--- src/prcd_pkg.sv ---
// package: constants and carriers for the pll ratio configuration decoder
// Function
// nine plls, each with own ratio config
// four cluster plls multiply reference clock
// cores 0-3 use cluster pll one/two/three
// cores 4-7 use cluster pll three/four/one
// platform codes 5..12 give 5:1..12:1
// source sets platform range by target
// cluster codes 8-12,14,15,16 valid only
// source sets cluster range by target
// low cores select table decode
// high cores select table decode
// memory reference: system or platform clock
// memory bus clock is half data rate
// sync mode: data rate equals platform
// async: platform at least half rate
// local bus clock is platform over divider
// lane pll uses own lane reference clock
// sync select low async, high sync
// sync mode memory code 0_0001 only
// capture once at reset end, hold
// flag error on reserved codes
package prcd_pkg;
    localparam int NUM_CLUSTER = 4;
    localparam int NUM_CORE = 8;
    localparam int NUM_LANE = 3;
    localparam int NUM_PLL = NUM_CLUSTER + 2 + NUM_LANE;
    localparam int RAT_W = 5;
    localparam int SEL_W = 4;
    localparam int LANE_W = 3;
    localparam int DIV_W = 5;
    localparam logic [RAT_W-1:0] PLAT_RAT_MIN = 5'h05;
    localparam logic [RAT_W-1:0] PLAT_RAT_MAX = 5'h0C;
    localparam logic [RAT_W-1:0] CL_RAT_MIN = 5'h08;
    localparam logic [RAT_W-1:0] CL_RAT_MAX = 5'h0C;
    localparam logic [RAT_W-1:0] CL_RAT_14 = 5'h0E;
    localparam logic [RAT_W-1:0] CL_RAT_15 = 5'h0F;
    localparam logic [RAT_W-1:0] CL_RAT_16 = 5'h10;
    localparam logic [RAT_W-1:0] MEM_SYNC_RAT = 5'h01;
    localparam logic [RAT_W-1:0] MEM_SYNC_MULT = 5'h01;
    localparam logic [LANE_W-1:0] LANE_RAT_MAX = 3'h4;
    localparam logic [SEL_W-1:0] SEL_P1_D1 = 4'h0;
    localparam logic [SEL_W-1:0] SEL_P1_D2 = 4'h1;
    localparam logic [SEL_W-1:0] SEL_P2_D1 = 4'h4;
    localparam logic [SEL_W-1:0] SEL_P2_D2 = 4'h5;
    localparam logic [SEL_W-1:0] SEL_P3_D1 = 4'h8;
    localparam logic [SEL_W-1:0] SEL_P3_D2 = 4'h9;
    localparam logic [SEL_W-1:0] SEL_P4_D1 = 4'hC;
    localparam logic [SEL_W-1:0] SEL_P4_D2 = 4'hD;
    localparam logic [1:0] PLL_ONE = 2'h0;
    localparam logic [1:0] PLL_TWO = 2'h1;
    localparam logic [1:0] PLL_THREE = 2'h2;
    localparam logic [1:0] PLL_FOUR = 2'h3;
    localparam logic RST_VALID = 1'b0;

    typedef enum logic [1:0] {
        PRCD_RESET = 2'b00,
        PRCD_CAPTURE = 2'b01,
        PRCD_HOLD = 2'b11
    } prcd_state_e;

    // one core's decoded clock: which cluster pll, divide by two, legal
    typedef struct packed {
        logic [1:0] pll;
        logic div2;
        logic ok;
    } prcd_core_s;

    // memory pll setup: reference source, multiplier, legality
    typedef struct packed {
        logic ref_platform;
        logic [RAT_W-1:0] mult;
        logic ok;
    } prcd_mem_s;
endpackage

--- src/prcd_core_sel.sv ---
// core clock select decoder for one core complex
`timescale 1ns/1ps
`default_nettype none
module prcd_core_sel
    import prcd_pkg::*;
#(
    parameter bit HIGH_GROUP = 1'b0
) (
    input wire logic [SEL_W-1:0] sel,
    output prcd_core_s dec
);
    always_comb begin
        dec = '{pll: PLL_ONE, div2: 1'b0, ok: 1'b0};
        if (!HIGH_GROUP) begin
            // low group: pll one, two or three only
            case (sel)
                SEL_P1_D1: dec = '{pll: PLL_ONE, div2: 1'b0, ok: 1'b1};
                SEL_P1_D2: dec = '{pll: PLL_ONE, div2: 1'b1, ok: 1'b1};
                SEL_P2_D1: dec = '{pll: PLL_TWO, div2: 1'b0, ok: 1'b1};
                SEL_P2_D2: dec = '{pll: PLL_TWO, div2: 1'b1, ok: 1'b1};
                SEL_P3_D1: dec = '{pll: PLL_THREE, div2: 1'b0, ok: 1'b1};
                default: dec = '{pll: PLL_ONE, div2: 1'b0, ok: 1'b0};
            endcase
        end else begin
            // high group: pll three, four or one only
            case (sel)
                SEL_P1_D1: dec = '{pll: PLL_ONE, div2: 1'b0, ok: 1'b1};
                SEL_P3_D1: dec = '{pll: PLL_THREE, div2: 1'b0, ok: 1'b1};
                SEL_P3_D2: dec = '{pll: PLL_THREE, div2: 1'b1, ok: 1'b1};
                SEL_P4_D1: dec = '{pll: PLL_FOUR, div2: 1'b0, ok: 1'b1};
                SEL_P4_D2: dec = '{pll: PLL_FOUR, div2: 1'b1, ok: 1'b1};
                default: dec = '{pll: PLL_ONE, div2: 1'b0, ok: 1'b0};
            endcase
        end
    end
endmodule
`default_nettype wire

--- src/prcd_decoder.sv ---
// top: captures clock configuration at reset release and holds decoded settings
`timescale 1ns/1ps
`default_nettype none
module prcd_decoder
    import prcd_pkg::*;
(
    input wire logic mclk,
    input wire logic rst_n,
    // reset configuration word fields, static while rst_n is low
    input wire logic [NUM_CLUSTER*RAT_W-1:0] cluster_ratio_field,
    input wire logic [NUM_CLUSTER*2-1:0] cluster_pll_range,
    input wire logic [RAT_W-1:0] platform_ratio_field,
    input wire logic [1:0] platform_pll_range,
    input wire logic [RAT_W-1:0] memory_ratio_field,
    input wire logic mem_sync_select,
    input wire logic [NUM_CORE*SEL_W-1:0] core_clock_select,
    input wire logic [NUM_LANE*LANE_W-1:0] lane_ratio_field,
    input wire logic [DIV_W-1:0] local_bus_divider,
    // decoded settings
    output logic [NUM_CLUSTER*RAT_W-1:0] cluster_mult_ff,
    output logic [NUM_CLUSTER*2-1:0] cluster_range_ff,
    output logic [RAT_W-1:0] platform_mult_ff,
    output logic [1:0] platform_range_ff,
    output prcd_mem_s mem_cfg_ff,
    output logic mem_bus_half_rate_ff,
    output logic [NUM_CORE*2-1:0] core_pll_ff,
    output logic [NUM_CORE-1:0] core_div2_ff,
    output logic [NUM_LANE*LANE_W-1:0] lane_ratio_ff,
    output logic [DIV_W-1:0] local_bus_div_ff,
    output logic cfg_valid_ff,
    output logic cfg_error_ff
);
    // ------------------------------------------------------------
    // pin synchronisers
    // ------------------------------------------------------------
    // fields are static straps, but still pass two flops before use
    localparam int CFG_W = NUM_CLUSTER*RAT_W + NUM_CLUSTER*2 + RAT_W + 2 + RAT_W + 1
        + NUM_CORE*SEL_W + NUM_LANE*LANE_W + DIV_W;
    logic [CFG_W-1:0] cfg_meta_ff;
    logic [CFG_W-1:0] cfg_sync_ff;
    logic [CFG_W-1:0] cfg_raw;
    assign cfg_raw = {cluster_ratio_field, cluster_pll_range, platform_ratio_field,
        platform_pll_range, memory_ratio_field, mem_sync_select, core_clock_select,
        lane_ratio_field, local_bus_divider};

    always_ff @(posedge mclk) begin
        cfg_meta_ff <= cfg_raw;
        cfg_sync_ff <= cfg_meta_ff;
    end

    logic [NUM_CLUSTER*RAT_W-1:0] s_cl_rat;
    logic [NUM_CLUSTER*2-1:0] s_cl_rng;
    logic [RAT_W-1:0] s_pl_rat;
    logic [1:0] s_pl_rng;
    logic [RAT_W-1:0] s_mem_rat;
    logic s_mem_sync;
    logic [NUM_CORE*SEL_W-1:0] s_core_sel;
    logic [NUM_LANE*LANE_W-1:0] s_lane;
    logic [DIV_W-1:0] s_lb_div;
    assign {s_cl_rat, s_cl_rng, s_pl_rat, s_pl_rng, s_mem_rat, s_mem_sync, s_core_sel,
        s_lane, s_lb_div} = cfg_sync_ff;

    // ------------------------------------------------------------
    // combinational decode
    // ------------------------------------------------------------
    logic [NUM_CLUSTER-1:0] cl_ok;
    logic [NUM_CORE-1:0] core_ok;
    logic [NUM_LANE-1:0] lane_ok;
    prcd_core_s core_dec [NUM_CORE];

    genvar gi;
    generate
        for (gi = 0; gi < NUM_CLUSTER; gi++) begin : g_cluster
            logic [RAT_W-1:0] r;
            assign r = s_cl_rat[gi*RAT_W +: RAT_W];
            // 13:1 deliberately excluded
            assign cl_ok[gi] = ((r >= CL_RAT_MIN) && (r <= CL_RAT_MAX)) || (r == CL_RAT_14)
                || (r == CL_RAT_15) || (r == CL_RAT_16);
        end
        for (gi = 0; gi < NUM_CORE; gi++) begin : g_core
            prcd_core_sel #(
                .HIGH_GROUP(gi >= (NUM_CORE/2))
            ) u_sel (
                .sel(s_core_sel[gi*SEL_W +: SEL_W]),
                .dec(core_dec[gi])
            );
            assign core_ok[gi] = core_dec[gi].ok;
        end
        for (gi = 0; gi < NUM_LANE; gi++) begin : g_lane
            assign lane_ok[gi] = s_lane[gi*LANE_W +: LANE_W] <= LANE_RAT_MAX;
        end
    endgenerate

    logic pl_ok;
    assign pl_ok = (s_pl_rat >= PLAT_RAT_MIN) && (s_pl_rat <= PLAT_RAT_MAX);

    // async accepts any nonzero code here; its table lies outside this block
    logic mem_ok;
    assign mem_ok = s_mem_sync ? (s_mem_rat == MEM_SYNC_RAT) : (s_mem_rat != 5'h00);

    logic lb_ok;
    assign lb_ok = local_bus_divider_nonzero(s_lb_div);

    function automatic logic local_bus_divider_nonzero(input logic [DIV_W-1:0] d);
        return d != '0;
    endfunction

    logic any_err;
    assign any_err = !(&cl_ok) || !(&core_ok) || !(&lane_ok) || !pl_ok || !mem_ok
        || !lb_ok;

    logic [NUM_CORE*2-1:0] core_pll_c;
    logic [NUM_CORE-1:0] core_div2_c;
    always_comb begin
        core_pll_c = '0;
        core_div2_c = '0;
        for (int i = 0; i < NUM_CORE; i++) begin
            core_pll_c[i*2 +: 2] = core_dec[i].pll;
            core_div2_c[i] = core_dec[i].div2;
        end
    end

    // ------------------------------------------------------------
    // capture sequencer
    // ------------------------------------------------------------
    // waits one cycle after release so the synchroniser holds post-reset straps
    prcd_state_e state_ff;
    prcd_state_e nxt_state;
    always_comb begin
        case (state_ff)
            PRCD_RESET: nxt_state = PRCD_CAPTURE;
            PRCD_CAPTURE: nxt_state = PRCD_HOLD;
            PRCD_HOLD: nxt_state = PRCD_HOLD;
            default: nxt_state = PRCD_RESET;
        endcase
    end

    always_ff @(posedge mclk) begin
        if (!rst_n) begin
            state_ff <= PRCD_RESET;
        end else begin
            state_ff <= nxt_state;
        end
    end

    logic capture;
    assign capture = (state_ff == PRCD_CAPTURE);

    // ------------------------------------------------------------
    // held outputs
    // ------------------------------------------------------------
    // nine plls: four cluster, platform, memory, three lanes
    always_ff @(posedge mclk) begin
        if (!rst_n) begin
            cluster_mult_ff <= '0;
            cluster_range_ff <= '0;
            platform_mult_ff <= '0;
            platform_range_ff <= '0;
            lane_ratio_ff <= '0;
        end else if (capture) begin
            // cluster ratio code is the multiplier itself
            cluster_mult_ff <= s_cl_rat;
            // range codes pass through; the source picks them by target
            cluster_range_ff <= s_cl_rng;
            platform_mult_ff <= s_pl_rat;
            platform_range_ff <= s_pl_rng;
            lane_ratio_ff <= s_lane;
        end
    end

    always_ff @(posedge mclk) begin
        if (!rst_n) begin
            mem_cfg_ff <= '0;
            mem_bus_half_rate_ff <= 1'b0;
            local_bus_div_ff <= '0;
        end else if (capture) begin
            // low selects async from system clock, high sync from platform
            mem_cfg_ff.ref_platform <= s_mem_sync;
            // sync: data rate equals platform; async rests on the source's limit
            mem_cfg_ff.mult <= s_mem_sync ? MEM_SYNC_MULT : s_mem_rat;
            mem_cfg_ff.ok <= mem_ok;
            // memory bus clock always runs at half the data rate
            mem_bus_half_rate_ff <= 1'b1;
            local_bus_div_ff <= s_lb_div;
        end
    end

    always_ff @(posedge mclk) begin
        if (!rst_n) begin
            core_pll_ff <= '0;
            core_div2_ff <= '0;
        end else if (capture) begin
            core_pll_ff <= core_pll_c;
            core_div2_ff <= core_div2_c;
        end
    end

    always_ff @(posedge mclk) begin
        if (!rst_n) begin
            cfg_valid_ff <= RST_VALID;
            cfg_error_ff <= 1'b0;
        end else if (capture) begin
            cfg_valid_ff <= 1'b1;
            cfg_error_ff <= any_err;
        end
    end
endmodule
`default_nettype wire

--- config.mk ---
export PLATFORM = sky130hd
export DESIGN_NAME = prcd_decoder
export DESIGN_NICKNAME = d
export VERILOG_FILES = /design/src/prcd_pkg.sv /design/src/prcd_core_sel.sv /design/src/prcd_decoder.sv
export SDC_FILE = /design/constraint.sdc
export NUM_CORES = 1
export LEC_CHECK = 0
export BUFFER_PORTS_ARGS = -buffer_cell sky130_fd_sc_hd__buf_2
export CAP_MARGIN = 20
export CORE_ASPECT_RATIO = 2
export CORE_UTILIZATION = 40
export DETAILED_ROUTE_END_ITERATION = 8
export GPL_ROUTABILITY_DRIVEN = 0
export PLACE_DENSITY_LB_ADDON = 0.2
export SETUP_SLACK_MARGIN = 0.15
export SLEW_MARGIN = 20
export SYNTH_ARGS = -nofsm -noshare
export SYNTH_HDL_FRONTEND = slang
export SYNTH_SLANG_ARGS = --single-unit
--- constraint.sdc ---
create_clock -name mclk -period 2.3 [get_ports mclk]
set_input_delay 0.23 -clock mclk [delete_from_list [all_inputs] [get_ports mclk]]
set_output_delay 0.23 -clock mclk [all_outputs]
set_load 0.1 [all_outputs]
# ---- After elaboration in Yosys (flattened, before gate mapping)
# Index checks and enable logic that the tools add are counted.
# Widths: inputs -> output; s select.
dict set report word_totals {
  reg_bits 258
  in_bits 89
  output_inout_bits 83
  wordCells 130
}
dict set report classes {
  magnitude_cmp 13
  n_eq_ne 47
  mux 11
  reduce_logical 43
}
# operator count
set op_table {}
lappend op_table {{$pmux 4 s5} 8}
lappend op_table {{$eq 4x4->1 const B} 20}
lappend op_table {{$eq 5x4->1 const B} 8}
lappend op_table {{$eq 4x3->1 const B} 8}
lappend op_table {{$logic_not 4->1} 8}
lappend op_table {{$le 5x4->1 const B} 5}
lappend op_table {{$eq 5x5->1 const B} 4}
lappend op_table {{$ge 5x4->1 const B} 4}
lappend op_table {{$logic_or 1x1->1} 17}
lappend op_table {{$eq 4x1->1 const B} 4}
lappend op_table {{$reduce_bool 5->1} 2}
lappend op_table {{$le 3x3->1 const B} 3}
lappend op_table {{$reduce_and 8->1} 1}
lappend op_table {{$logic_not 1->1} 6}
lappend op_table {{$eq 5x1->1 const B} 1}
lappend op_table {{$ge 5x3->1 const B} 1}
lappend op_table {{$logic_and 1x1->1} 5}
lappend op_table {{$mux 5} 1}
lappend op_table {{$pmux 2 s2} 1}
lappend op_table {{$reduce_and 4->1} 1}
lappend op_table {{$reduce_and 3->1} 1}
lappend op_table {{$eq 2x1->1 const B} 1}
lappend op_table {{$eq 2x2->1 const B} 1}
lappend op_table {{$logic_not 2->1} 1}
lappend op_table {{other kinds (2)} 2}

# ---- Depth between registers and ports, before layout
# Gate-level depths: netlist (run 1).
dict set report depth {
  depth_word 12
  depth_mapped 7
  mapped_depth_nobuf 5
}

# ---- Hierarchy
# Synthesis (run 1) repeated with hierarchy kept, for this count alone.
dict set report hier_totals {
  hier_cells 610
  hier_area_um2 7105.6
}
# mod n_inst cells_per_inst area_per_inst_um2
set by_module_without_submodules {}
lappend by_module_without_submodules {prcd_decoder 1 570 6790.3}
lappend by_module_without_submodules {{prcd_core_sel (g_core[4].u_sel ...)} 4 5 40.0}
lappend by_module_without_submodules {{prcd_core_sel (g_core[0].u_sel ...)} 4 5 38.8}

# ---- Least setup slack after synthesis (run 1)
# Ideal clock, no wire load.
dict set report synth_path {
  kind {register -> output}
  startpoint {reg cfg_valid_ff (netlist name)}
  endpoint {out mem_bus_half_rate_ff}
  arrival_ps 1374
  required_time_ps 2070
  slack_ps 696
  stages_incl_launch_ff 2
  n_path_buf 1
  cell_sequence {dfxtp_1 -> buf_4}
}
# item line
set synth_lines {}
lappend synth_lines {{to (decl)} prcd_decoder.sv:25} ;# output logic mem_bus_half_rate_ff,

# ---- Worst setup path in the final report (run 1)
dict set report layout_path {
  startpoint {reg cfg_sync_ff[27]}
  endpoint {reg cfg_error_ff}
}
dict set report layout_via {
  elab_chain_len 9
  word_cells_on_any_way 13
}
# item line
set layout_lines {}
lappend layout_lines {{from (decl)} prcd_decoder.sv:40} ;# logic [CFG_W-1:0] cfg_sync_ff;
lappend layout_lines {{from (signal assigned)} prcd_decoder.sv:48} ;# cfg_sync_ff <= cfg_meta_ff;
lappend layout_lines {{$eq 4x4->1 (tied with other cells)} prcd_core_sel.sv:16} ;# case (sel)
lappend layout_lines {{$pmux 4 s5 *} prcd_core_sel.sv:16}
lappend layout_lines {{$reduce_and 8->1 *} prcd_decoder.sv:109} ;# assign any_err = !(&cl_ok) || !(&core_ok) || !(&lane_ok) || !pl_ok || !mem_ok
lappend layout_lines {{$logic_not 1->1 *} prcd_decoder.sv:109}
lappend layout_lines {{$logic_or 1x1->1 * (4 in a row)} prcd_decoder.sv:109}
lappend layout_lines {{$logic_or 1x1->1 *} prcd_decoder.sv:110} ;# || !lb_ok;
lappend layout_lines {{to (signal assigned)} prcd_decoder.sv:204} ;# cfg_error_ff <= any_err;
lappend layout_lines {{to (decl)} prcd_decoder.sv:31} ;# output logic cfg_error_ff
# Every way passes the cells marked *; elsewhere a longest branch is shown, timed or not.
# A chain may end at the register's enable or synchronous reset.

==> out/summary.txt, run 1 <==
status - completed
diode count - 0
post-synthesis sequential area ratio - 74.95%
post-route setup TNS - 0 ns
Crit Path Class - flip-flop to flip-flop
startpoint types - flip-flop
final setup fails - 0
Synth cell types - 32
max_slew headroom - 58.36%
DRT iter0 DRCs - 96
cell row count - 67
syn_nets - 668
die width - 94.82 um
clock root cell - clkbuf_16
Reg clk slew, reported paths - 0.06 ns
Initial Utilization - 41.10%
Fmax achieved - 0.5761 GHz
Core ar. - 0.01677 mm2
Vias - 4896
FF+latch area - 0.005165 mm2
first-pass GRT wire length - 24.10 mm
Final min period - 1.736 ns
Post-Route WL - 15.44 mm
final HPWL from detailed placement - 10.32 mm
Fill cells - 1377
Die H - 187.6 um
GRT Resource Usage Total - 17.48%
vias in the first global route - 5126
clock sink total - 258
grt ovf - 0
I/O pin count - 172
Final Power - 9.626 mW
CTS tree - done
syn_area_per_cell - 11.90 um2
die area - 0.01779 mm2
Peak VDD IR - 0.7059 mV
via-per-instance ratio - 4.597
P_leak - 4.180 nW
crit path max fanout - 3
area growth from synthesis to final layout - 39.38%
DRC Markers - 0
Yosys reg bits - 258
Final nets - 932
share of post-route cells with drive strength above 1 - 25.52%
antenna violations before repair - 0
number of H-tree levels - 1
Slew @ Worst Pin - 0.6246 ns
RSZ-0062 raised after global routing - false
Syn Inst Count - 579
Slew Viols, Final - 0
PortBufs - 171
area of the multi-input gates - 0.001610 mm2
required time of the critical path - 2.67 ns
Hold Fails Final Rpt - 0
Antenna Nets Post-Route - 0
pin count of the biggest net entering global routing - 38
class of the worst hold path - input pin to flip-flop
pwr dens - 1002 mW/mm2
Tcrit/Tclk final - 75.47%
Max Root-Sink Buffers - 3
most frequent cells in the layout - 258 x dfxtp_1, 171 x buf_2, 114 x nand2_1, 87 x dlygate4sd3_1, 59 x a21boi_0
TritonRoute pass-1 iters - 4
CTS buffer count - 22
Worst Setup End Kind - flip-flop
Max Cap Viol - 0
postcts setup bufs - 0
clk_skew - 0.008129 ns
average wire per standard cell - 14.49 um
WP data arrival - 2.10 ns
clock latency on the worst-skew pair - 0.50 ns
post-synth design cell area - 0.006892 mm2
most common library cell in the layout ignoring fill and taps - dfxtp_1
Synth warnings - 0
==> worst paths after layout <==
check,start,end,slack [ns],depth (start not counted)
setup reg to reg,cfg_sync_ff[27]$_DFF_P_,cfg_error_ff$_SDFFE_PN0P_,0.56,5
hold / removal,rst_n,cfg_valid_ff$_SDFFE_PN0P_,0.28,2
setup / recovery,cfg_sync_ff[27]$_DFF_P_,cfg_error_ff$_SDFFE_PN0P_,0.56,5
hold reg to reg,cfg_meta_ff[16]$_DFF_P_,cfg_sync_ff[16]$_DFF_P_,0.32,0
==> layer usage <==
metal / GRT usage [%] / part of all wire (%) / vias to the layer above
met2: 33.59 / 55 / 148
met4: 9.149 / 4.8 / 0
met3: 2.879 / 4.3 / 48
met5: 0 / 0 / -
li1: - / - / 2426
met1: 16.95 / 36 / 2274
==> flip-flops by register name, indices dropped and copies added, names as in the netlist <==
| name | cells |
|---|---|
| cfg_sync_ff | 87 |
| cfg_valid_ff | 1 |
| core_div2_ff | 8 |
| state_ff | 2 |
| platform_range_ff | 2 |
| local_bus_div_ff | 5 |
| cfg_error_ff | 1 |
| core_pll_ff | 16 |
| lane_ratio_ff | 9 |
| cluster_range_ff | 8 |
| mem_cfg_ff | 7 |
| cluster_mult_ff | 20 |
| platform_mult_ff | 5 |
| cfg_meta_ff | 87 |
==> cells in the mapped netlist <==
library cell  instances  area (um2)
o211a_1               1       10.01
nand3_1               4       20.02
inv_1                 5       18.77
nor3b_1              10       75.07
a22oi_1              12       90.09
o22ai_1               2       12.51
o21a_1                1       7.510
buf_4                 1       7.510
nor2b_1              20       125.1
dfxtp_1             258        5165
nor2_1               12       45.04
or4b_1                2       20.02
a21boi_0             59       442.9
or4_1                 1       7.510
a21oi_1              16       80.08
a31oi_1               1       6.260
o211ai_1              1       7.510
or4_4                 1       11.26
nand4_1               1       6.260
o21ai_0              13       65.06
nor4b_1               4       35.03
nor4_2                1       12.51
or3_1                 1       6.260
buf_2                 9       45.04
nand2_1             114       427.9
clkbuf_1             16       60.06
o2111ai_1             1       8.760
mux2i_1               1       10.01
and2_1                1       6.260
nor3_1                5       25.02
nand2b_1              3       18.77
nor4_1                2       12.51
==> report_power, final <==
group	internal [mW]	leakage (nW)	switching (mW)
sequential	4.71	2.16	0.105
combinational	0.293	1.65	0.758
clock	2.22	0.375	1.55
==> area by class of cell <==
cell class / instances / share of cell area [%]
repair buffers: 266 / 18.73
multi-input cells: 290 / 16.76
inverters: 5 / 0.1954
clock buffers: 31 / 6.826
clock inverters: 8 / 1.016
well taps: 207 / 2.696
flip-flops and latches: 258 / 53.77
==> metrics by stage <==
stage	hold slack (ns)	cell area, um2	util, %	instances	worst slack, ns
after floorplan	0.2577	6892	-	579	0.6962
after global placement	0.3107	7981	47.60	939	0.5640
after detailed placement	0.3121	7981	47.60	939	0.5166
after CTS	0.2631	9605	57.29	1065	0.5367
after global routing	0.2983	9605	57.29	1065	0.4312
final	0.2798	9605	57.29	1065	0.5642
==> critical path, cell delays in order (launching register included) <==
cell and delay, ns:
dfxtp_1 0.34, or4_4 0.53, nor4_2 0.24, o2111ai_1 0.16, nor3_1 0.23, a31oi_1 0.11
==> what timing repair did <==
action                    CTS  global route
hold buffers               87             0
gates resized for setup     0             0
hold endpoints to repair   87             0
==> cell families (layout without fill, tap and decap cells) <==
logic type,count (synthesis),count (layout),share of synthesized area [%]
buf+inv,31,310,1.906
mux,1,1,0.1452
compound gates,107,107,10.60
simple gates,182,182,12.40
flops,258,258,74.95
(Power assumes the default switching activity.)
==> run 2: changes to the inputs <==
Clock period 2.3 ns to 1.7 ns, I/O delays scaled along.
==> run 2 against run 1 <==
  * Clock power is 27% higher
  * Global-route usage is 0.31 points higher
  * Sequential power is 35% higher
  * Non-clock buffer count is 1 higher
  * Routed wire length is 1.8% higher
  * Clock skew is 0.0011 ns higher
  * Die area stayed put
  * Clock-buffer cell count is 2 lower
  * Combinational power is 37% higher
  * Maximum frequency is 13% higher
  * Critical path type unchanged
  * Critical endpoint unchanged
==> out/summary.txt, run 2 (synthesized netlist as in run 1, its figures left out) <==
die area - 0.01779 mm2 (unchanged)
startpoint types - flip-flop
RSZ-0062 raised after global routing - true
Worst path max stage delay - 0.52 ns (about the same)
I/O pin count - 172 (unchanged)
Crit Path Class - flip-flop to flip-flop
final setup margin - 0.1626 ns (-0.4016 ns)
GRT Resource Usage Total - 17.79% (+0.31 points)
Post-Route WL - 15.71 mm (+1.8%)
Antenna Nets Post-Route - 0 (unchanged)
most common library cell in the layout ignoring fill and taps - dfxtp_1
CP max-delay cell - or4_4
Vias - 4851 (-0.92%)
Worst Setup End Kind - flip-flop
clock root cell - clkbuf_16
CTS buffer count - 22 (unchanged)
top sig layer - met4
Initial Utilization - 41.10% (unchanged)
Reg clk slew, reported paths - 0.07 ns (about the same)
Hold Fails Final Rpt - 0 (unchanged)
number of H-tree levels - 1 (unchanged)
vias in the first global route - 5119 (-0.14%)
met1 wire length - 5.623 mm (+2.3%)
WP buf/inv - 0 (unchanged)
clock sink total - 258 (unchanged)
Max Root-Sink Buffers - 3 (unchanged)
status - completed
die width - 94.82 um (unchanged)
clock latency on the worst-skew pair - 0.49 ns (about the same)
Die H - 187.6 um (unchanged)
PortBufs - 171 (unchanged)
required time of the critical path - 2.07 ns (-0.60 ns)
diode count - 0 (unchanged)
Non-Filler Instances - 1064 (-0.094%)
grt ovf - 0 (unchanged)
share of post-route cells with drive strength above 1 - 25.55% (+0.030 points)
Slew @ Worst Pin - 0.5277 ns (-0.09686 ns)
Cells after DPL - 940 (+0.11%)
most frequent cells in the layout - 258 x dfxtp_1, 171 x buf_2, 114 x nand2_1, 87 x dlygate4sd3_1, 59 x a21boi_0
average wire per standard cell - 14.77 um (+1.9%)
Slew Viols, Final - 0 (unchanged)
Final nets - 933 (+0.11%)
final setup fails - 0 (unchanged)
clk_skew - 0.009243 ns (+0.001114 ns)
max_slew headroom - 65.06% (+6.7 points)
Tcrit/Tclk final - 90.43% (+15 points)
Fmax achieved - 0.6505 GHz (+13%)
crit path max fanout - 3 (unchanged)
class of the worst hold path - input pin to flip-flop
pin count of the biggest net entering global routing - 38 (unchanged)
top flop regs - cfg_meta_ff: 87 flops, cfg_sync_ff: 87 flops, cluster_mult_ff: 20 flops
DRC Markers - 0 (unchanged)
area growth from synthesis to final layout - 39.42% (about the same)
pre-CTS setup slack - -0.04248 ns (-0.5591 ns)
CP top delay family - simple AND/OR/NAND/NOR gates
met3 WL - 698 um (+5.3%)
Final min period - 1.537 ns (-0.1984 ns)
first-pass GRT wire length - 24.48 mm (+1.6%)
WL met2 - 8.716 mm (+2.2%)
TritonRoute pass-1 iters - 4 (unchanged)
final HPWL from detailed placement - 10.48 mm (+1.5%)
Max Cap Viol - 0 (unchanged)
DRT iter0 DRCs - 62 (-35%)
P_leak - 4.163 nW (-0.40%)
Peak VDD IR - 1.042 mV (+48%)
cell row count - 67 (unchanged)
CP cell instances - or4_4 -> nor4_4 -> o2111ai_1 -> nor3_2 -> a31oi_1
pwr dens - 1323 mW/mm2 (+32%)
via-per-instance ratio - 4.559 (-0.83%)
antenna violations before repair - 0 (unchanged)
WP data arrival - 1.90 ns (-0.20 ns)
postcts setup bufs - 0 (unchanged)
CTS tree - done
Core ar. - 0.01677 mm2 (unchanged)
run 2: changes by cell type in the layout (fill, tap and decap cells not counted), moves of 2 or more:
| cell | previous run | this run |
|---|---|---|
| buf_4 | 7 | 2 |
| clkinvlp_4 | 0 | 2 |
| clkbuf_8 | 5 | 2 |
| buf_6 | 0 | 4 |
| buf_12 | 1 | 3 |
run 2: layout make-up:
type,count,area [um2]
repair buffers,267,1847
inverters,5,18.77
well taps,207,259.0
fillers,1422,7158
clock buffers,29,618.1
multi-input cells,290,1630
clock inverters,8,70.07
flip-flops and latches,258,5165
run 2: per-stage QoR:
stage | setup TNS, ns | total power [mW] | util (%) | cell area, um2 | hold slack (ns)
6_report | 0 | 12.71 | 57.31 | 9608 | 0.1384
5_1_grt | -0.004626 | 13.21 | 57.31 | 9608 | 0.1495
4_1_cts | 0 | 12.87 | 57.18 | 9587 | 0.1313
3_5_place_dp | -0.04248 | 7.935 | 47.80 | 8014 | 0.2736
3_3_place_gp | 0 | 7.910 | 47.80 | 8014 | 0.2726
2_1_floorplan | 0 | 7.579 | - | 6892 | 0.1977
run 2: routing by layer:
metal	global-route usage, %	vias up
li1	-	2433
met1	17.39	2238
met2	34.20	139
met3	3.001	41
met4	8.858	0
met5	0	-
run 2: path summary, 6_finish.rpt:
kind                                              start                         to  slack, ns  cells after the start
worst max-delay path            cfg_sync_ff[15]$_DFF_P_  cfg_error_ff$_SDFFE_PN0P_       0.16                      5
worst min register to register  cfg_meta_ff[15]$_DFF_P_    cfg_sync_ff[15]$_DFF_P_       0.32                      0
worst max register to register  cfg_sync_ff[15]$_DFF_P_  cfg_error_ff$_SDFFE_PN0P_       0.16                      5
worst min-delay path                              rst_n  cfg_valid_ff$_SDFFE_PN0P_       0.14                      2
run 2: timing repair:
item / CTS / global route
hold endpoints to repair: 87 / 0
pin swaps: 1 / 0
setup endpoints to repair: 1 / 8
gates resized for setup: 2 / 5
hold buffers: 87 / 0
run 2: power breakdown:
group          internal [mW]  total [mW]  switching (mW)
Sequential              6.37        6.51           0.145
Combinational          0.410        1.44            1.03
Clock                   2.71        4.76            2.05
Total                   9.48        12.7            3.23
